**src/conv_flags_cfg.svh**
```systemverilog
// register offsets, field positions and timing counts for the converter event flags
`ifndef CONV_FLAGS_CFG_SVH
`define CONV_FLAGS_CFG_SVH
`define OFS_PAIR_A_FLAGS   8'h19
`define OFS_PAIR_B_FLAGS   8'h1a
`define OFS_PAIR_A_LIVE    8'h1c
`define OFS_PAIR_B_LIVE    8'h1d
`define FLAGS_RESET        8'h00
`define BIT_ODD_GOOD       6
`define BIT_ODD_SHORT      5
`define BIT_ODD_CURLIM     4
`define BIT_EVEN_GOOD      2
`define BIT_EVEN_SHORT     1
`define BIT_EVEN_CURLIM    0
`define FLAG_MASK          8'h77
`define CLK_PERIOD_NS      4
`define RISE_TIMEOUT_MS    1
`define RISE_TIMEOUT_CYC   ((`RISE_TIMEOUT_MS * 1000000) / `CLK_PERIOD_NS)
`endif

```
**src/conv_flags_pkg.sv**
```systemverilog
// types shared by the converter event flag block
package conv_flags_pkg;
  typedef enum logic [1:0] {
    ST_OFF,
    ST_RISING,
    ST_RUNNING
  } conv_state_t;
endpackage

```
**src/conv_monitor.sv**
```systemverilog
// per-converter monitor: synchronises detector levels, raises a one-cycle power-good event; short (while running) and current-limit events follow their levels
`timescale 1ns/10ps
`default_nettype none
`include "conv_flags_cfg.svh"
module conv_monitor
  import conv_flags_pkg::*;
#(
  parameter int unsigned RISE_TIMEOUT = `RISE_TIMEOUT_CYC
) (
  // clock and reset
  input  wire logic i_mclk,
  input  wire logic i_reset,
  // raw analog detector levels
  input  wire logic i_enabled,
  input  wire logic i_power_good,
  input  wire logic i_above_short,
  input  wire logic i_curlimit,
  // events and live status
  output logic      o_good_evt,
  output logic      o_short_evt,
  output logic      o_curlimit_evt,
  output logic      o_curlimit_live,
  output logic      o_goodvolt_live
);
  logic [3:0]  meta_reg;
  logic [3:0]  sync_reg;
  logic        good_prev_reg;
  logic [31:0] timer_reg;
  conv_state_t state_reg;
  conv_state_t state_next;

  wire en_s    = sync_reg[0];
  wire good_s  = sync_reg[1];
  wire above_s = sync_reg[2];
  wire ilim_s  = sync_reg[3];
  // timer parks at the limit, one past the reporting count, so a stuck start-up is reported only once
  wire timed_out = (timer_reg >= RISE_TIMEOUT);

  always_comb begin
    state_next = state_reg;
    case (state_reg)
      ST_OFF:     if (en_s) state_next = ST_RISING;
      ST_RISING: begin
        if (!en_s) state_next = ST_OFF;
        else if (above_s) state_next = ST_RUNNING;
      end
      ST_RUNNING: if (!en_s) state_next = ST_OFF;
      default:    state_next = ST_OFF;
    endcase
  end

  always_ff @(posedge i_mclk) begin
    if (i_reset) begin
      meta_reg      <= 4'h0;
      sync_reg      <= 4'h0;
      good_prev_reg <= 1'b0;
      timer_reg     <= 32'h0000_0000;
      state_reg     <= ST_OFF;
    end else begin
      meta_reg      <= {i_curlimit, i_above_short, i_power_good, i_enabled};
      sync_reg      <= meta_reg;
      good_prev_reg <= good_s;
      state_reg     <= state_next;
      timer_reg     <= (state_reg == ST_RISING && !timed_out) ? timer_reg + 32'h0000_0001
                       : (state_reg == ST_RISING ? timer_reg : 32'h0000_0000);
    end
  end

  assign o_good_evt = good_s && !good_prev_reg;
  // drop while running; start-up timeout reported once
  assign o_short_evt = (state_reg == ST_RUNNING && en_s && !above_s)
                     || (state_reg == ST_RISING && timer_reg == RISE_TIMEOUT - 1 && !above_s);
  assign o_curlimit_evt  = ilim_s;
  assign o_curlimit_live = ilim_s;
  assign o_goodvolt_live = good_s;
endmodule
`default_nettype wire

```
**src/buck_fault_flag_latches.sv**
```systemverilog
// latched converter event flags with write-1-to-clear register access
`timescale 1ns/10ps
`default_nettype none
`include "conv_flags_cfg.svh"
module buck_fault_flag_latches
  import conv_flags_pkg::*;
#(
  parameter int unsigned RISE_TIMEOUT = `RISE_TIMEOUT_CYC
) (
  // clock and reset
  input  wire logic       i_mclk,
  input  wire logic       i_reset,
  // register port from the serial interface
  input  wire logic       i_reg_wr,
  input  wire logic [7:0] i_reg_addr,
  input  wire logic [7:0] i_reg_wdata,
  output logic      [7:0] o_reg_rdata,
  // analog detector levels, one bit per converter
  input  wire logic [3:0] i_conv_enabled,
  input  wire logic [3:0] i_conv_power_good,
  input  wire logic [3:0] i_conv_above_short,
  input  wire logic [3:0] i_conv_curlimit,
  // summary and live status
  output logic      [3:0] o_summary_pending,
  output logic      [3:0] o_curlimit_live,
  output logic      [3:0] o_goodvolt_live
);
  logic [7:0] pair_a_reg;
  logic [7:0] pair_b_reg;
  logic [7:0] pair_a_next;
  logic [7:0] pair_b_next;
  logic [7:0] rdata_reg;
  logic [3:0] good_evt;
  logic [3:0] short_evt;
  logic [3:0] cl_evt;
  logic [3:0] cl_live;
  logic [3:0] gv_live;

  genvar g;
  generate
    for (g = 0; g < 4; g++) begin : g_conv
      conv_monitor #(.RISE_TIMEOUT(RISE_TIMEOUT)) u_mon (
        .i_mclk          (i_mclk),
        .i_reset         (i_reset),
        .i_enabled       (i_conv_enabled[g]),
        .i_power_good    (i_conv_power_good[g]),
        .i_above_short   (i_conv_above_short[g]),
        .i_curlimit      (i_conv_curlimit[g]),
        .o_good_evt      (good_evt[g]),
        .o_short_evt     (short_evt[g]),
        .o_curlimit_evt  (cl_evt[g]),
        .o_curlimit_live (cl_live[g]),
        .o_goodvolt_live (gv_live[g])
      );
    end
  endgenerate

  // pack two converters' events into register layout
  function automatic logic [7:0] pack_evt(input logic [1:0] gd, input logic [1:0] sc,
                                          input logic [1:0] cl);
    logic [7:0] v;
    v = 8'h00;
    v[`BIT_ODD_GOOD]    = gd[1];
    v[`BIT_ODD_SHORT]   = sc[1];
    v[`BIT_ODD_CURLIM]  = cl[1];
    v[`BIT_EVEN_GOOD]   = gd[0];
    v[`BIT_EVEN_SHORT]  = sc[0];
    v[`BIT_EVEN_CURLIM] = cl[0];
    return v;
  endfunction

  wire [7:0] set_a = pack_evt(good_evt[1:0], short_evt[1:0], cl_evt[1:0]);
  wire [7:0] set_b = pack_evt(good_evt[3:2], short_evt[3:2], cl_evt[3:2]);
  wire       wr_a  = i_reg_wr && (i_reg_addr == `OFS_PAIR_A_FLAGS);
  wire       wr_b  = i_reg_wr && (i_reg_addr == `OFS_PAIR_B_FLAGS);
  wire [7:0] clr_a = wr_a ? i_reg_wdata : 8'h00;
  wire [7:0] clr_b = wr_b ? i_reg_wdata : 8'h00;

  // write one clears; zero keeps, reserved forced low; set wins over clear
  assign pair_a_next = ((pair_a_reg & ~clr_a) | set_a) & `FLAG_MASK;
  assign pair_b_next = ((pair_b_reg & ~clr_b) | set_b) & `FLAG_MASK;

  wire [7:0] live_a = {1'b0, gv_live[1], 1'b0, cl_live[1], 1'b0, gv_live[0], 1'b0, cl_live[0]};
  wire [7:0] live_b = {1'b0, gv_live[3], 1'b0, cl_live[3], 1'b0, gv_live[2], 1'b0, cl_live[2]};
  wire [7:0] rd_mux = (i_reg_addr == `OFS_PAIR_A_FLAGS) ? pair_a_reg :
                      (i_reg_addr == `OFS_PAIR_B_FLAGS) ? pair_b_reg :
                      (i_reg_addr == `OFS_PAIR_A_LIVE)  ? live_a :
                      (i_reg_addr == `OFS_PAIR_B_LIVE)  ? live_b : 8'h00;

  always_ff @(posedge i_mclk) begin
    if (i_reset) begin
      pair_a_reg <= `FLAGS_RESET;
      pair_b_reg <= `FLAGS_RESET;
      rdata_reg  <= 8'h00;
    end else begin
      pair_a_reg <= pair_a_next;
      pair_b_reg <= pair_b_next;
      rdata_reg  <= rd_mux;
    end
  end

  assign o_reg_rdata = rdata_reg;
  // summary follows any flag of that converter
  assign o_summary_pending = {|pair_b_reg[6:4], |pair_b_reg[2:0],
                              |pair_a_reg[6:4], |pair_a_reg[2:0]};
  assign o_curlimit_live = cl_live;
  assign o_goodvolt_live = gv_live;

  // per-converter view of the latched flags: pair register, bit positions, write strobe
  generate
    for (g = 0; g < 4; g++) begin : g_chk
      localparam int POS_GOOD  = (g % 2 == 1) ? `BIT_ODD_GOOD : `BIT_EVEN_GOOD;
      localparam int POS_SHORT = (g % 2 == 1) ? `BIT_ODD_SHORT : `BIT_EVEN_SHORT;
      localparam int POS_CURL  = (g % 2 == 1) ? `BIT_ODD_CURLIM : `BIT_EVEN_CURLIM;
      wire [7:0] pair_view = (g < 2) ? pair_a_reg : pair_b_reg;
      wire       pair_wr   = (g < 2) ? wr_a : wr_b;
      wire       good_bit  = pair_view[POS_GOOD];
      wire       short_bit = pair_view[POS_SHORT];
      wire       curl_bit  = pair_view[POS_CURL];
      wire       good_clr  = pair_wr && i_reg_wdata[POS_GOOD];
      wire       short_clr = pair_wr && i_reg_wdata[POS_SHORT];
      wire       curl_clr  = pair_wr && i_reg_wdata[POS_CURL];

    end
  endgenerate
endmodule
`default_nettype wire

```
**config.mk**
```make
export PLATFORM = sky130hd
export DESIGN_NAME = buck_fault_flag_latches
export DESIGN_NICKNAME = d
export VERILOG_FILES = /design/src/conv_flags_pkg.sv /design/src/conv_monitor.sv /design/src/buck_fault_flag_latches.sv
export VERILOG_INCLUDE_DIRS = /design/src
export SDC_FILE = /design/constraint.sdc
export NUM_CORES = 1
export LEC_CHECK = 0
export BUFFER_PORTS_ARGS = -buffer_cell sky130_fd_sc_hd__buf_2
export CAP_MARGIN = 20
export CORE_ASPECT_RATIO = 0.5
export CORE_MARGIN = 4
export CORE_UTILIZATION = 45
export CTS_CLUSTER_SIZE = 40
export DETAILED_ROUTE_END_ITERATION = 16
export PLACE_DENSITY_LB_ADDON = 0.1
export SLEW_MARGIN = 10
export SYNTH_ARGS = -nofsm -noshare
export SYNTH_HDL_FRONTEND = slang
export SYNTH_HIERARCHICAL = 1
export SYNTH_SLANG_ARGS = --single-unit
```
**constraint.sdc**
```tcl
create_clock -name i_mclk -period 5.7 [get_ports i_mclk]
set_input_delay 0.855 -clock i_mclk [delete_from_list [all_inputs] [get_ports i_mclk]]
set_output_delay 0.855 -clock i_mclk [all_outputs]
set_load 0.005 [all_outputs]
```
==> flow_metrics.tcl, run 1 <==
set metrics [dict create \
    status "finished clean" \
    start_kind "flop" \
    irDropWorstVdd_mv 0.199 \
    port_buffers 50 \
    ant_nets 0 \
    drt-initial-drc-count 368 \
    io_pins 55 \
    cts_root_buf "clkbuf_16" \
    grt_setup_unrepaired "no" \
    via_per_inst 5.73 \
    drt-pass1-iter-count 5 \
    hold_violations 0 \
    p_total_w 0.00264 \
    drt_wl_total_mm 16.4 \
    hold-path-cell-count 1 \
    fin_tns_setup_ps 0 \
    critPathMaxStageDelay_ps 670 \
    nNetsFinal 933 \
    timing.fmax_mhz 389 \
    syn-cell-area_um2 8330 \
    syn_area_per_cell_um2 9.51 \
    r2r-start "g_conv[0].u_mon/timer_reg[28]$_SDFFE_PP0P_" \
    vias 6514 \
    synth_cells 876 \
    cellPowerDensity_nw_per_um2 289 \
    htreeDepth 4 \
    largest_register_ffs 128 \
    synth_edf_count 0 \
    post_layout_nonfiller_instances 1137 \
    hold_start "g_conv[0].u_mon/state_reg[1]$_SDFFE_PP0P_" \
    p_leak_nw 3.24 \
    dpl.cell_count 1105 \
    cts_setup_buffers 0 \
    timing.rr.end "g_chk[0].pair_view[1]$_SDFF_PP0_" \
    place_ws_ps 3090 \
    grt_pass1_vias 5974 \
    maxCapViolCount 0 \
    cp.buffers_inverters 0 \
    min_to "g_conv[0].u_mon/state_reg[0]$_SDFFE_PP0P_" \
    fin_skew_ps 7.02 \
    holdBufCountCts 0 \
    critical_path_arrival_ps 2910 \
    fin_area_um2 9120 \
    wl_per_cell_um 14.5 \
    finalCritPeriodShare_pct 45.1 \
    synth_top_area_share_pct 45.7 \
    route.detailed.drc 0 \
    min_period_ps 2570 \
    cts_tree "built" \
    postPlaceCellArea_um2 8490 \
    yosys-top-cells-area "dfxtp_1 (46%), o31ai_1 (5.4%), or4_1 (5.0%)" \
    critPathRequiredTime_ps 6040 \
    hp-class "flop to flop" \
    worst_pin_slew_ps 1000 \
    grt.overflow.total 0 \
    crit_chain "nor4_2, nand4_2, or3_1, a21oi_1, nor2_1, a211oi_1" \
    cp-end-kind "flop" \
    final_layout_size_suffix_gt1_share_pct 14.3 \
    antenna_cells 0 \
    grt_usage_pct 15.7 \
    dp_hpwl_mm 11.0 \
    syn2layout_area_growth_pct 9.45 \
    rrSetupSlack_ps 3130 \
    yosysWarnings 6 \
    reg2reg_depth 6 \
    crit_family "simple AND/OR/NAND/NOR gates" \
    die_w_um 200 \
    clk_pin_slew_ps 70 \
    cts_resized 0 \
    async_reset_ff_share_pct 0 \
    globalplace.congestion 0.849 \
    synthDistinctLibCells 45 \
    row_count 34 \
    start_util_pct 47.0 \
    seq_area_frac_synth_pct 45.7 \
    grt_antenna_before_repair 0 \
    critPathSlowestCell "nand4_2" \
    cts_buffers 17 \
    crit_fanout 34 \
    slew_headroom_pct 33.0 \
    grt_max_degree 38 \
    setup_slack_ps 3130 \
    dieArea_um2 20900 \
    cts_max_path_buffers 2 \
    ys_ff_latch 190 \
    slew_viol_final 0 \
    ys.flop_type "dfxtp_1" \
    clock_latency_ps 430 \
    grt_pass1_wl_mm 28.0 \
    critical_path_class "flop to flop" \
    cts.sinks 190 \
    yosysTopAreaCell "dfxtp_1" \
    coreArea_um2 17700 \
    setup_viol 0 \
    dieHeight_um 104 \
]
[report_power, final]
group | switching (W) | internal, W
combinational | 0.0000331 | 0.0000285
sequential | 0.00000870 | 0.00134
clock | 0.000547 | 0.000677
[per-layer routing]
metal	share of wire, %	track usage, %	up-vias
met1	49	20.3	3101
met5	0	0	-
met4	1.2	5.30	0
li1	-	-	3311
met3	3.1	3.68	18
met2	47	25.9	84
[layout make-up]
type / instances / area (um^2)
fillers: 1640 / 8620
multi-input cells: 606 / 4050
clock buffers: 18 / 439
inverters: 20 / 75.1
clock inverters: 14 / 171
well taps: 234 / 293
flip-flops and latches: 190 / 3800
repair buffers: 55 / 288
[layout by cell type (no fill, tap or decap), drive strengths merged, types with 6 or more instances in the layout]
| master | count |
|---|---|
| inv | 28 |
| and3 | 26 |
| nand3 | 42 |
| ha | 8 |
| and2 | 52 |
| or3 | 12 |
| or2b | 8 |
| dfxtp | 190 |
| nand4 | 36 |
| o21a | 8 |
| a21oi | 68 |
| nor2b | 54 |
| a22oi | 6 |
| nor2 | 27 |
| or4 | 56 |
| o21ai | 8 |
| and4 | 16 |
| o31ai | 60 |
| nand2 | 30 |
| buf | 55 |
| a211oi | 10 |
| clkbuf | 18 |
| nor4 | 26 |
| nor3 | 16 |
[how the worst max path moves through the flow]
stage	depth (start not counted)	from	to	slack (ps)
after floorplan	4	i_reg_addr[5]	o_reg_rdata[2]$_SDFF_PP0_	3830
after global placement	4	i_reset	g_conv[2].u_mon/timer_reg[21]$_SDFFE_PP0P_	3120
after detailed placement	4	i_reset	g_conv[2].u_mon/timer_reg[20]$_SDFFE_PP0P_	3090
after CTS	6	g_conv[0].u_mon/timer_reg[28]$_SDFFE_PP0P_	g_chk[0].pair_view[1]$_SDFF_PP0_	3120
after global routing	6	g_conv[0].u_mon/timer_reg[23]$_SDFFE_PP0P_	g_chk[0].pair_view[1]$_SDFF_PP0_	2820
final	6	g_conv[0].u_mon/timer_reg[28]$_SDFFE_PP0P_	g_chk[0].pair_view[1]$_SDFF_PP0_	3130
[kinds of logic after synthesis]
logic type | after synthesis | synth area share [%]
adders and majority gates | 8 | 1.20
AOI/OAI and AO/OA | 184 | 15.3
other | 1 | 0.0450
and+or+nand+nor | 412 | 31.8
buffers and inverters | 81 | 5.93
DFF | 190 | 45.7
[stage by stage]
step | hold WS [ps] | utilization (%)
after floorplan | 408 | -
after global placement | 415 | 47.9
after detailed placement | 422 | 47.9
after CTS | 435 | 51.3
after global routing | 448 | 51.4
final | 433 | 51.4
[synthesized netlist by cell type, types with 20 or more instances]
library cell  number
nand2_1           30
inv_1             20
nor2_1            27
or4_1             56
nand4_1           32
nand3_1           42
and3_1            24
o31ai_1           60
dfxtp_1          190
nor2b_1           54
and2_1            48
a21oi_1           68
(Power assumes the default switching activity.)
==> run 2: changes to the inputs <==
Clock period 5.7 ns to 2.6 ns, I/O delays scaled along.
==> flow_metrics.tcl, run 2 (same netlist as run 1, synthesis figures left out) <==
set metrics [dict create \
    grtUsageMet3_pct 3.43 \
    cp.buffers_inverters 1 \
    fin_skew_ps 8.11 \
    hp-class "input port to flop" \
    min_period_ps 2130 \
    slew_viol_final 0 \
    p_leak_nw 3.28 \
    cts_root_buf "clkbuf_16" \
    endpoint "g_conv[1].u_mon/timer_reg[9]$_SDFFE_PP0P_" \
    finalCritPeriodShare_pct 81.8 \
    critical_path_arrival_ps 2470 \
    largest_register_ffs 128 \
    hold_ws_ps 176 \
    maxCapViolCount 0 \
    drt-pass1-iter-count 5 \
    vias 6482 \
    reg2reg_depth 5 \
    dieHeight_um 104 \
    wl_per_cell_um 14.5 \
    timing.rr.end "g_conv[1].u_mon/timer_reg[9]$_SDFFE_PP0P_" \
    cp_num_cells 5 \
    crit_family "simple AND/OR/NAND/NOR gates" \
    grt_setup_unrepaired "no" \
    cts_setup_buffers 0 \
    worstSetupStartpoint "g_conv[1].u_mon/timer_reg[23]$_SDFFE_PP0P_" \
    cellPowerDensity_nw_per_um2 628 \
    holdBufCountCts 0 \
    status "finished clean" \
    route.detailed.drc 0 \
    antenna_cells 0 \
    grt_pass1_vias 6112 \
    worst_pin_slew_ps 718 \
    cts_tree "built" \
    ant_nets 0 \
    grt_usage_pct 16.1 \
    slew_headroom_pct 52.1 \
    die_w_um 200 \
    r2r-start "g_conv[1].u_mon/timer_reg[23]$_SDFFE_PP0P_" \
    port_buffers 50 \
    crit_chain "nor4_2, nand4_2, buf_4, or4_1, a21oi_1" \
    clock_latency_ps 420 \
    irDropWorstVdd_mv 0.389 \
    critPathSlowestCell "or4_1" \
    layout_commonest_cell "dfxtp_1" \
    syn2layout_area_growth_pct 10.4 \
    rrSetupSlack_ps 470 \
    grt_pass1_wl_mm 28.9 \
    hold_violations 0 \
    drt-initial-drc-count 326 \
    critPathRequiredTime_ps 2940 \
    grt_max_degree 36 \
    start_kind "flop" \
    start_util_pct 47.0 \
    postLayoutCoreUtil_pct 51.8 \
    cts_resized 0 \
    nNetsFinal 944 \
    met2_usage_pct 27.0 \
    drt_wl_total_mm 16.7 \
    final_cell_mix "dfxtp_1 (190), a21oi_1 (68), o31ai_1 (60), or4_1 (56), nor2b_1 (54)" \
    critical_path_class "flop to flop" \
    cts.sinks 190 \
    clk_pin_slew_ps 70 \
    setup_viol 0 \
    cts_max_path_buffers 2 \
    io_pins 55 \
    critPathMaxStageDelay_ps 510 \
    fin_tns_setup_ps 0 \
    row_count 34 \
    final_layout_size_suffix_gt1_share_pct 15.3 \
    globalplace.congestion 0.832 \
    grt_antenna_before_repair 0 \
    via_per_inst 5.65 \
    grt_use_met1_pct 21.2 \
    dp_hpwl_mm 11.4 \
    cts_buffers 17 \
    coreArea_um2 17700 \
    htreeDepth 4 \
    dieArea_um2 20900 \
    grt.overflow.total 0 \
    cp-end-kind "flop" \
    crit_fanout 18 \
    gr-max-usage-layer "met2" \
    timing.fmax_mhz 470 \
]
## run 2: cell types whose count changed in the layout (fill, tap and decap cells not counted), sizes merged
cell / previous run / this run
buf: 55 / 66
clkinv: 4 / 2
clkinvlp: 0 / 1
inv: 28 / 29
## run 2: routing by layer
metal,wire length (um),vias up
li1,-,3333
met1,7950,3083
met2,8170,57
met3,463,9
met4,110,0
met5,0,-
## run 2: report_power, final
group	switching [W]	internal (W)
logic	0.0000735	0.0000657
registers	0.0000194	0.00294
clock network	0.00119	0.00148
total	0.00128	0.00449
## run 2: final cells by class
type	count	area (um^2)
Sequential cell	190	3800
Inverter	20	75.1
Fill cell	1662	8550
Multi-Input combinational cell	606	4040
Clock inverter	14	165
Clock buffer	18	439
Tap cell	234	293
Timing Repair Buffer	66	383
## run 2: how the worst min path moves through the flow
stage                                              start                                        end  slack, ps  depth (start not counted)
2_1_floorplan  g_conv[0].u_mon/state_reg[1]$_SDFFE_PP0P_  g_conv[0].u_mon/state_reg[0]$_SDFFE_PP0P_        410                          1
3_3_place_gp   g_conv[3].u_mon/state_reg[1]$_SDFFE_PP0P_  g_conv[3].u_mon/state_reg[0]$_SDFFE_PP0P_        410                          1
3_5_place_dp      g_conv[3].u_mon/meta_reg[1]$_SDFF_PP0_     g_conv[3].u_mon/sync_reg[1]$_SDFF_PP0_        430                          1
4_1_cts                               i_conv_curlimit[3]     g_conv[3].u_mon/meta_reg[3]$_SDFF_PP0_        150                          2
5_1_grt                               i_conv_curlimit[3]     g_conv[3].u_mon/meta_reg[3]$_SDFF_PP0_        170                          2
6_report                              i_conv_curlimit[3]     g_conv[3].u_mon/meta_reg[3]$_SDFF_PP0_        180                          2
## run 2: stage by stage
step | total power (W) | area (um^2) | setup slack, ps | instances
2_1_floorplan | 0.00311 | 8330 | 746 | 877
3_3_place_gp | 0.00317 | 8590 | 481 | 1116
3_5_place_dp | 0.00317 | 8590 | 463 | 1116
4_1_cts | 0.00587 | 9190 | 438 | 1148
5_1_grt | 0.00600 | 9190 | 240 | 1148
6_report | 0.00577 | 9190 | 474 | 1148
